File: config.mk
export PLATFORM = sky130hd
export DESIGN_NAME = pcmsr_top
export DESIGN_NICKNAME = d
export VERILOG_FILES = /design/src/inc/pcmsr_pkg.sv /design/src/inc/pcmsr_if.sv /design/src/hdl/pcmsr_ahb_slave.sv /design/src/hdl/pcmsr_top.sv
export VERILOG_INCLUDE_DIRS = /design/src /design/src/inc
export SDC_FILE = /design/constraint.sdc
export NUM_CORES = 1
export LEC_CHECK = 0
export BUFFER_PORTS_ARGS = -buffer_cell sky130_fd_sc_hd__buf_2
export CAP_MARGIN = 20
export CORE_UTILIZATION = 56
export DETAILED_ROUTE_END_ITERATION = 7
export PLACE_DENSITY = 0.77
export SLEW_MARGIN = 20
export SYNTH_ARGS = -nofsm -noshare
export SYNTH_HDL_FRONTEND = slang
export SYNTH_SLANG_ARGS = --single-unit
File: constraint.sdc
create_clock -name clk_sys_in -period 2.3 [get_ports clk_sys_in]
set_input_delay 0.345 -clock clk_sys_in [delete_from_list [all_inputs] [get_ports clk_sys_in]]
set_output_delay 0.345 -clock clk_sys_in [all_outputs]
set_load 0.05 [all_outputs]
File: src/inc/pcmsr_consts.svh
/*
 Register indices, field positions, reset values and bus map constants
 of the configuration register bank.
 Assumes inclusion by the design files of this block only, the slave and the top.
*/
// Function
// - Power-on config bit reports bus reinit observation enable, 1 enabled.
// - Read-only bit gives in-order queue depth, 1 means one, 0 eight.
// - Read-only bit selects reset vector, 1 below 1 MB, 0 below 4 GB.
// - Read-only bit shows redundancy check mode, 1 enabled, 0 disabled.
// - Read-only two-bit field holds interrupt controller cluster id.
// - Read-only two-bit bus frequency field: 00 66, 10 100, 01 133 MHz.
// - Read-only two-bit field holds symmetric bus arbitration id.
// - Read-only four-bit field holds core to bus clock ratio.
// - Low power mode enable bit is software writable and readable.
// - Diagnostic control holds streaming buffer disable and lock suppress.
// - Patch load trigger sits at its own dedicated register index.
// - Three 64-bit chunk data registers at consecutive indices, read/write.
// - One 64-bit register serves as patch signature or chunk 3 data.
`ifndef PCMSR_CONSTS_SVH
`define PCMSR_CONSTS_SVH

// ----------------------------------------------------------------------
// Register indices, byte address is four times the index
// ----------------------------------------------------------------------
`define PCMSR_IDX_PWR 8'h2A
`define PCMSR_IDX_DIAG 8'h33
`define PCMSR_IDX_TRIG 8'h79
`define PCMSR_IDX_CH0 8'h88
`define PCMSR_IDX_CH1 8'h89
`define PCMSR_IDX_CH2 8'h8A
`define PCMSR_IDX_CH3 8'h8B
`define PCMSR_IDX_CTR0 8'hC1
`define PCMSR_IDX_CTR1 8'hC2

// ----------------------------------------------------------------------
// Bus map: index in haddr[9:2], upper word select, out-of-map bit
// ----------------------------------------------------------------------
`define PCMSR_ADDR_IDX_MSB 9
`define PCMSR_ADDR_IDX_LSB 2
`define PCMSR_ADDR_HI_BIT 10
`define PCMSR_ADDR_OUT_BIT 11

// ----------------------------------------------------------------------
// Field positions
// ----------------------------------------------------------------------
`define PCMSR_PWR_STRAP_LSB 12
`define PCMSR_PWR_OBS_BIT 12
`define PCMSR_PWR_IOQ_BIT 13
`define PCMSR_PWR_VEC_BIT 14
`define PCMSR_PWR_FRC_BIT 15
`define PCMSR_PWR_LP_BIT 26
`define PCMSR_DIAG_SBD_BIT 30
`define PCMSR_DIAG_LCK_BIT 31

// ----------------------------------------------------------------------
// Reset values and strap timing
// ----------------------------------------------------------------------
`define PCMSR_RST_LP 1'b0
`define PCMSR_RST_DIAG 2'b00
`define PCMSR_RST_DATA 64'h0000000000000000
`define PCMSR_RST_STRAP 14'h0000
`define PCMSR_STRAP_WAIT 2'h2

`endif

File: src/inc/pcmsr_pkg.sv
/*
 Types shared by the register bank and its bus slave.
 Assumes the constants header is on the include path.
*/
package pcmsr_pkg;

    // ------------------------------------------------------------------
    // Types
    // ------------------------------------------------------------------
    typedef logic [63:0] pcmsr_reg_t;
    typedef logic [7:0] pcmsr_idx_t;
    typedef logic [13:0] pcmsr_strap_t;

    typedef enum logic [2:0]
    {
        PCMSR_ST_IDLE = 3'b001,
        PCMSR_ST_ACC = 3'b010,
        PCMSR_ST_RESP = 3'b100
    } pcmsr_state_e;

endpackage

File: src/inc/pcmsr_if.sv
/*
 Internal access channel between the bus slave and the register bank.
 Assumes both ends run on the same system clock.
*/
`timescale 1ns/10ps
interface pcmsr_if;
    import pcmsr_pkg::*;

    logic wr_stb;
    logic rd_stb;
    pcmsr_idx_t idx;
    logic hi;
    logic [31:0] wdata;
    logic [31:0] rdata;

    modport slave
    (
        output wr_stb,
        output rd_stb,
        output idx,
        output hi,
        output wdata,
        input rdata
    );

    modport bank
    (
        input wr_stb,
        input rd_stb,
        input idx,
        input hi,
        input wdata,
        output rdata
    );
endinterface

File: src/hdl/pcmsr_ahb_slave.sv
/*
 AHB-Lite slave front end: takes single word transfers, inserts one
 wait state, issues one-cycle access strobes to the bank.
 Assumes one master, word transfers, and the bank answering rdata
 combinationally in the strobe cycle.
*/
`timescale 1ns/10ps
`include "pcmsr_consts.svh"
module pcmsr_ahb_slave
    import pcmsr_pkg::*;
(
    input wire logic clk_sys_in,
    input wire logic nrst_in,
    input wire logic hsel_in,
    input wire logic [31:0] haddr_in,
    input wire logic [1:0] htrans_in,
    input wire logic hwrite_in,
    input wire logic [31:0] hwdata_in,
    input wire logic hready_in,
    output logic [31:0] hrdata_out,
    output logic hreadyout_out,
    pcmsr_if.slave bus
);

    pcmsr_state_e st_q, st_d;
    pcmsr_idx_t idx_q, idx_d;
    logic hi_q, hi_d;
    logic wr_q, wr_d;
    logic map_q, map_d;
    logic [31:0] rdata_q, rdata_d;
    logic take;

    // Address phase accepted on NONSEQ or SEQ with the bus ready
    assign take = hsel_in && htrans_in[1] && hready_in;

    // Transfer sequencing and address capture
    always_comb
    begin
        st_d = st_q;
        idx_d = idx_q;
        hi_d = hi_q;
        wr_d = wr_q;
        map_d = map_q;
        rdata_d = rdata_q;
        case (st_q)
            PCMSR_ST_IDLE, PCMSR_ST_RESP:
            begin
                st_d = take ? PCMSR_ST_ACC : PCMSR_ST_IDLE;
                if (take)
                begin
                    idx_d = haddr_in[`PCMSR_ADDR_IDX_MSB:`PCMSR_ADDR_IDX_LSB];
                    hi_d = haddr_in[`PCMSR_ADDR_HI_BIT];
                    wr_d = hwrite_in;
                    map_d = !haddr_in[`PCMSR_ADDR_OUT_BIT];
                end
            end
            PCMSR_ST_ACC:
            begin
                st_d = PCMSR_ST_RESP;
                rdata_d = (!wr_q && map_q) ? bus.rdata : 32'h00000000;
            end
            default:
                st_d = PCMSR_ST_IDLE;
        endcase
    end

    // State registers
    always_ff @(posedge clk_sys_in or negedge nrst_in)
    begin
        if (!nrst_in)
        begin
            st_q <= PCMSR_ST_IDLE;
            idx_q <= 8'h00;
            hi_q <= 1'b0;
            wr_q <= 1'b0;
            map_q <= 1'b0;
            rdata_q <= 32'h00000000;
        end
        else
        begin
            st_q <= st_d;
            idx_q <= idx_d;
            hi_q <= hi_d;
            wr_q <= wr_d;
            map_q <= map_d;
            rdata_q <= rdata_d;
        end
    end

    // Strobes to the bank in the wait-state cycle
    assign bus.wr_stb = (st_q == PCMSR_ST_ACC) && wr_q && map_q;
    assign bus.rd_stb = (st_q == PCMSR_ST_ACC) && !wr_q && map_q;
    assign bus.idx = idx_q;
    assign bus.hi = hi_q;
    assign bus.wdata = hwdata_in;
    assign hreadyout_out = (st_q != PCMSR_ST_ACC);
    assign hrdata_out = rdata_q;
endmodule

File: src/hdl/pcmsr_top.sv
/*
 Configuration register bank: power-on configuration with strap fields,
 diagnostic control, patch load trigger, cache chunk data and event
 counter storage, reached over AHB-Lite.
 Assumes strap pins are static after reset and come from outside the
 clock domain.
*/
`timescale 1ns/10ps
`include "pcmsr_consts.svh"
module pcmsr_top
    import pcmsr_pkg::*;
(
    input wire logic clk_sys_in,
    input wire logic nrst_in,
    input wire logic hsel_in,
    input wire logic [31:0] haddr_in,
    input wire logic [1:0] htrans_in,
    input wire logic hwrite_in,
    input wire logic [2:0] hsize_in,
    input wire logic [31:0] hwdata_in,
    input wire logic hready_in,
    output logic [31:0] hrdata_out,
    output logic hreadyout_out,
    output logic hresp_out,
    input wire logic bus_reinit_obs_in,
    input wire logic ioq_depth_one_in,
    input wire logic low_vector_in,
    input wire logic redundancy_check_mode_in,
    input wire logic [1:0] cluster_id_in,
    input wire logic [1:0] bus_freq_in,
    input wire logic [1:0] arb_id_in,
    input wire logic [3:0] clk_ratio_in,
    output logic low_power_en_out,
    output logic stream_buf_dis_out,
    output logic lock_suppress_out,
    output logic patch_load_pulse_out
);

    // ------------------------------------------------------------------
    // Helpers
    // ------------------------------------------------------------------

    // Replace one 32-bit half of a 64-bit register
    function automatic pcmsr_reg_t pcmsr_merge(
        input pcmsr_reg_t old,
        input logic hi,
        input logic [31:0] wd
    );
        pcmsr_merge = hi ? {wd, old[31:0]} : {old[63:32], wd};
    endfunction

    // Select one 32-bit half of a 64-bit register
    function automatic logic [31:0] pcmsr_half(
        input pcmsr_reg_t v,
        input logic hi
    );
        pcmsr_half = hi ? v[63:32] : v[31:0];
    endfunction

    // ------------------------------------------------------------------
    // Bus front end
    // ------------------------------------------------------------------
    pcmsr_if bus();

    pcmsr_ahb_slave u_slave
    (
        .clk_sys_in(clk_sys_in),
        .nrst_in(nrst_in),
        .hsel_in(hsel_in),
        .haddr_in(haddr_in),
        .htrans_in(htrans_in),
        .hwrite_in(hwrite_in),
        .hwdata_in(hwdata_in),
        .hready_in(hready_in),
        .hrdata_out(hrdata_out),
        .hreadyout_out(hreadyout_out),
        .bus(bus.slave)
    );

    // Only word transfers are expected; response is always OKAY
    assign hresp_out = 1'b0;

    // ------------------------------------------------------------------
    // Strap synchronisation and capture
    // ------------------------------------------------------------------
    pcmsr_strap_t strap_raw;
    pcmsr_strap_t sync1_q, sync2_q;
    pcmsr_strap_t cfg_q, cfg_d;
    logic [1:0] wait_q, wait_d;
    logic done_q, done_d;

    // Pin order matches the field order of the config register
    assign strap_raw = {clk_ratio_in, arb_id_in, bus_freq_in,
                        cluster_id_in, redundancy_check_mode_in,
                        low_vector_in, ioq_depth_one_in, bus_reinit_obs_in};

    // Two-flop synchroniser on the strap pins
    always_ff @(posedge clk_sys_in or negedge nrst_in)
    begin
        if (!nrst_in)
        begin
            sync1_q <= `PCMSR_RST_STRAP;
            sync2_q <= `PCMSR_RST_STRAP;
        end
        else
        begin
            sync1_q <= strap_raw;
            sync2_q <= sync1_q;
        end
    end

    // Capture straps once the synchroniser has filled after release
    always_comb
    begin
        wait_d = wait_q;
        cfg_d = cfg_q;
        done_d = done_q;
        if (!done_q)
        begin
            if (wait_q == `PCMSR_STRAP_WAIT)
            begin
                cfg_d = sync2_q;
                done_d = 1'b1;
            end
            else
            begin
                wait_d = wait_q + 2'h1;
            end
        end
    end

    // Strap capture registers
    always_ff @(posedge clk_sys_in or negedge nrst_in)
    begin
        if (!nrst_in)
        begin
            wait_q <= 2'h0;
            cfg_q <= `PCMSR_RST_STRAP;
            done_q <= 1'b0;
        end
        else
        begin
            wait_q <= wait_d;
            cfg_q <= cfg_d;
            done_q <= done_d;
        end
    end

    // ------------------------------------------------------------------
    // Writable registers
    // ------------------------------------------------------------------
    logic lp_q, lp_d;
    logic [1:0] diag_q, diag_d;
    logic pulse_q, pulse_d;
    pcmsr_reg_t chunk_q [0:3];
    pcmsr_reg_t chunk_d [0:3];
    pcmsr_reg_t ctr_q [0:1];
    pcmsr_reg_t ctr_d [0:1];
    logic wr_lo;

    assign wr_lo = bus.wr_stb && !bus.hi;

    // Register updates on write strobes
    always_comb
    begin
        lp_d = lp_q;
        diag_d = diag_q;
        pulse_d = 1'b0;
        for (int i = 0; i < 4; i++)
        begin
            chunk_d[i] = chunk_q[i];
        end
        for (int i = 0; i < 2; i++)
        begin
            ctr_d[i] = ctr_q[i];
        end
        if (bus.wr_stb)
        begin
            case (bus.idx)
                `PCMSR_IDX_PWR:
                    lp_d = wr_lo ? bus.wdata[`PCMSR_PWR_LP_BIT]
                        : lp_q;
                `PCMSR_IDX_DIAG:
                    diag_d = wr_lo ?
                        bus.wdata[`PCMSR_DIAG_LCK_BIT:`PCMSR_DIAG_SBD_BIT]
                        : diag_q;
                `PCMSR_IDX_TRIG:
                    pulse_d = 1'b1;
                `PCMSR_IDX_CH0, `PCMSR_IDX_CH1, `PCMSR_IDX_CH2:
                    chunk_d[bus.idx[1:0]] = pcmsr_merge(
                        chunk_q[bus.idx[1:0]], bus.hi, bus.wdata);
                `PCMSR_IDX_CH3:
                    chunk_d[3] = pcmsr_merge(chunk_q[3], bus.hi,
                        bus.wdata);
                `PCMSR_IDX_CTR0:
                    ctr_d[0] = pcmsr_merge(ctr_q[0], bus.hi, bus.wdata);
                `PCMSR_IDX_CTR1:
                    ctr_d[1] = pcmsr_merge(ctr_q[1], bus.hi, bus.wdata);
                default:
                    pulse_d = 1'b0;
            endcase
        end
    end

    // Writable state registers
    always_ff @(posedge clk_sys_in or negedge nrst_in)
    begin
        if (!nrst_in)
        begin
            lp_q <= `PCMSR_RST_LP;
            diag_q <= `PCMSR_RST_DIAG;
            pulse_q <= 1'b0;
            for (int i = 0; i < 4; i++)
            begin
                chunk_q[i] <= `PCMSR_RST_DATA;
            end
            for (int i = 0; i < 2; i++)
            begin
                ctr_q[i] <= `PCMSR_RST_DATA;
            end
        end
        else
        begin
            lp_q <= lp_d;
            diag_q <= diag_d;
            pulse_q <= pulse_d;
            for (int i = 0; i < 4; i++)
            begin
                chunk_q[i] <= chunk_d[i];
            end
            for (int i = 0; i < 2; i++)
            begin
                ctr_q[i] <= ctr_d[i];
            end
        end
    end

    assign low_power_en_out = lp_q;
    assign stream_buf_dis_out = diag_q[0];
    assign lock_suppress_out = diag_q[1];
    assign patch_load_pulse_out = pulse_q;

    // ------------------------------------------------------------------
    // Read mux
    // ------------------------------------------------------------------
    pcmsr_reg_t pwr_val;
    pcmsr_reg_t diag_val;

    // Strap fields at 25:12, low power at 26, rest reads zero
    assign pwr_val = {37'h0, lp_q, cfg_q,
                      12'h000};
    assign diag_val = {32'h00000000, diag_q, 30'h00000000};

    // Trigger is write only and reads zero
    always_comb
    begin
        case (bus.idx)
            `PCMSR_IDX_PWR: bus.rdata = pcmsr_half(pwr_val, bus.hi);
            `PCMSR_IDX_DIAG: bus.rdata = pcmsr_half(diag_val, bus.hi);
            `PCMSR_IDX_CH0, `PCMSR_IDX_CH1, `PCMSR_IDX_CH2, `PCMSR_IDX_CH3:
                bus.rdata = pcmsr_half(chunk_q[bus.idx[1:0]], bus.hi);
            `PCMSR_IDX_CTR0: bus.rdata = pcmsr_half(ctr_q[0], bus.hi);
            `PCMSR_IDX_CTR1: bus.rdata = pcmsr_half(ctr_q[1], bus.hi);
            default: bus.rdata = 32'h00000000;
        endcase
    end
endmodule

==> flow_metrics.tcl <==
set metrics [dict create \
    async_flop_share 1.00 \
    dieWidth_um 205 \
    met2_length_um 26800 \
    place_inst 2260 \
    synth_warnings 0 \
    grt_pass1_vias 15700 \
    cts.sinks 479 \
    initialDrtViolationCount 1103 \
    skew_ns 0.0262 \
    final.period_utilization 0.977 \
    h-tree-depth 2 \
    fmax_mhz 445 \
    io_buffers 98 \
    syn2layout_area_growth_pct 16.8 \
    netlist_instances 1671 \
    drv_cap 0 \
    p_seq_frac 0.436 \
    antenna_found_initial 5 \
    syn_area_per_cell_um2 13.8 \
    final-seq-area_um2 12000 \
    worst_setup_path_end_kind "flip-flop" \
    p_int_uw 14500 \
    cts_tree "built" \
    ys.flop_type "dfrtp_1" \
    p_sw_frac 0.270 \
    grt_first_pass_wirelength_um 91000 \
    cp.arrival_ns 2.71 \
    drtAntennaViolNets 0 \
    finalSetupTns_ns 0 \
    cts_buffers 50 \
    gp_congestion 0.833 \
    pwr-share-clk 0.413 \
    synth_seq_cells 479 \
    wirelength_met1_um 24800 \
    clk_path_buf_depth 3 \
    final_cells 2395 \
    cp-startpoint "u_slave.bus.idx[4]" \
    viasPerCell 6.30 \
    start_kind "flip-flop" \
    wire_per_inst_um 24.0 \
    die_height_um 205 \
    root_buffer "clkbuf_16" \
    synth-edff-count 0 \
    drv_slew 0 \
    critical_path_class "reg2reg" \
    syn_area_um2 23100 \
    core_um2 40200 \
    status "finished clean" \
    rows 73 \
    grt_usage 0.283 \
    wl_um 57500 \
    synth-seq-area-share 0.520 \
    drtPass1Iterations 6 \
    route.met3.wl_um 4330 \
    worst-endpoint-required_ns 2.76 \
    fin_nets 1913 \
    drive_gt1_frac 0.426 \
    power.total_uw 19900 \
    worstPathMaxFanout 7 \
    combPwrFrac 0.151 \
    timing.slew.headroom 0.279 \
    clk_pin_slew_ns 0.07 \
    p_per_area_nw_per_um2 738 \
    clk_latency_ns 0.60 \
    finalHoldViolations 0 \
    final_area_um2 27000 \
    setup_viol 0 \
    rr_startpoint "u_slave.bus.idx[4]" \
    start_util 0.574 \
    ys_types 54 \
    ioPinCount 126 \
    dieArea_um2 42000 \
    postPlaceCellArea_um2 24800 \
    hold_start "hwdata_in[27]" \
    syn-num-nets 1760 \
    grt-ovfl-total 0 \
    worstMarginPinSlew_ns 1.08 \
    fill_cells 2774 \
    grt_max_degree 83 \
    irDropWorstVdd_mv 0.508 \
    leakage_uw 0.0128 \
    netSwitchingPower_uw 5370 \
    fin_crit_ns 2.25 \
    worstHoldPathType "in2reg" \
    highest_layer "met5" \
    vias 15100 \
    dp_hpwl_um 35200 \
    multiInputGateArea_um2 10500 \
    drc 0 \
]
## critical path, stage by stage, from the launching register on
cell,delay (ns)
dfrtp_1,0.38
buf_4,0.17
nor4b_4,0.28
nand2_1,0.12
buf_6,0.16
nor4_4,0.26
buf_4,0.20
clkbuf_16,0.14
buf_4,0.10
mux2_2,0.31
## logic make-up after synthesis
kind of cell             count (synthesis)  synth area share
multiplexers                           649             0.344
flip-flops                             479             0.520
AND/OR/NAND/NOR                        228            0.0518
AO/OA/AOI/OAI                          186            0.0566
buffers and inverters                  124            0.0266
XOR/XNOR                                 3           0.00114
adder cells (fa/ha/maj)                  1          0.000542
other                                    1          0.000163
## through the flow
stage	hold WS, ns	util	setup slack (ns)
finish	0.0676	0.671	0.0536
global route	0.0726	0.670	-0.00499
CTS	0.0437	0.667	0.0227
detailed placement	0.298	0.617	0.0326
global placement	0.292	0.617	0.0726
floorplan	0.0494	-	0.0657
## state kept, by name, indices dropped and copies added, names as in the netlist
| name | cells |
|---|---|
| chunk_q | 256 |
| ctr_q | 128 |
| u_slave.hrdata_out | 32 |
| cfg_q | 14 |
| sync1_q | 14 |
| sync2_q | 14 |
| u_slave.bus.idx | 8 |
| u_slave.st_q | 3 |
| diag_q | 2 |
| wait_q | 2 |
| done_q | 1 |
| low_power_en_out | 1 |
| patch_load_pulse_out | 1 |
| u_slave.bus.hi | 1 |
| u_slave.map_q | 1 |
| u_slave.wr_q | 1 |
## area by class of cell
class	instances	area share
clock inverter	16	0.00590
antenna	4	0.000371
inverter	4	0.000604
clock buffer	78	0.0570
sequential	479	0.445
multi-input combinational	1068	0.391
timing repair buffer	221	0.0753
tap	525	0.0244
## Yosys cell counts (2+ instances only)
cell type,count,area share
a31o_2,12,0.0046
buf_4,14,0.0046
nor4_1,2,0.00054
xnor2_1,3,0.0011
a21boi_0,15,0.0049
mux2_1,27,0.013
clkinv_1,2,0.00033
nor2_1,11,0.0018
mux2i_1,149,0.065
nand4_1,2,0.00054
nand2b_1,7,0.0019
buf_2,41,0.0089
nor4_4,3,0.0028
nor3_1,3,0.00065
a21oi_1,10,0.0022
mux4_2,58,0.057
buf_6,6,0.0029
nor2b_1,26,0.0071
dfrtp_1,478,0.52
nor4_2,2,0.0011
a22oi_1,66,0.021
nand2_1,118,0.019
and2_1,2,0.00054
nor4bb_1,2,0.00087
o22ai_1,32,0.0087
buf_1,9,0.0015
mux2_2,375,0.18
nand3_1,33,0.0072
o21ai_0,24,0.0052
a31oi_1,10,0.0027
clkbuf_1,50,0.0081
nor3_4,2,0.0014
a222oi_1,8,0.0035
mux2_4,40,0.026
a32oi_1,9,0.0034
nor3_2,2,0.00087
## power groups by stage
stage / Sequential, uW / Combinational (uW) / Clock, uW
6_report: 8680 / 3000 / 8210
5_1_grt: 8690 / 3200 / 8670
4_1_cts: 8680 / 2970 / 8320
3_5_place_dp: 8830 / 2920 / 0
3_3_place_gp: 8820 / 2850 / 0
2_1_floorplan: 8730 / 1850 / 0
## path summary, 6_finish.rpt
path	cells after the start	end	slack, ns
worst min register to register	0	sync2_q[0]	0.34
max in group asynchronous	4	u_slave.st_q[0]	1.22
worst max register to register	9	chunk_q[237]	0.05
worst max-delay path	9	chunk_q[237]	0.05
worst min-delay path	2	chunk_q[59]	0.07
min in group asynchronous	2	chunk_q[152]	0.25
## layout by cell type (no fill, tap or decap), drive strengths merged, types with 2 or more instances in the layout
cell	synthesis	layout
o22ai	32	32
a222oi	8	8
mux4	58	58
dlygate4sd3	0	26
bufinv	0	2
nor4bb	2	2
a31o	12	12
clkbuf	50	80
clkinv	2	13
and2	2	2
or4b	2	2
inv	2	4
dfrtp	478	478
nor3	7	7
nor4	7	7
nor2	11	11
buf	70	192
nand3	33	33
a21boi	15	15
a22oi	66	66
a31oi	10	10
nor2b	26	26
nand4	2	2
diode	0	4
a32oi	9	9
nand2	119	119
a21oi	10	10
mux2	442	442
o21ai	24	24
or2	2	2
nand2b	7	7
xnor2	3	3
mux2i	149	149
## layer usage
metal	vias to the layer above	GRT usage
met5	-	0
met4	4	0.0976
met3	129	0.0592
met2	556	0.434
met1	7868	0.402
li1	6532	-
## timing repair
action	4_1_cts	5_1_grt
gates resized for setup	7	7
setup endpoints to repair	1	58
buffers inserted	1	7
hold buffers	26	0
pin swaps	0	2
endpoints found under the hold margin	69	0
gates cloned	1	2
(Power assumes the default switching activity.)
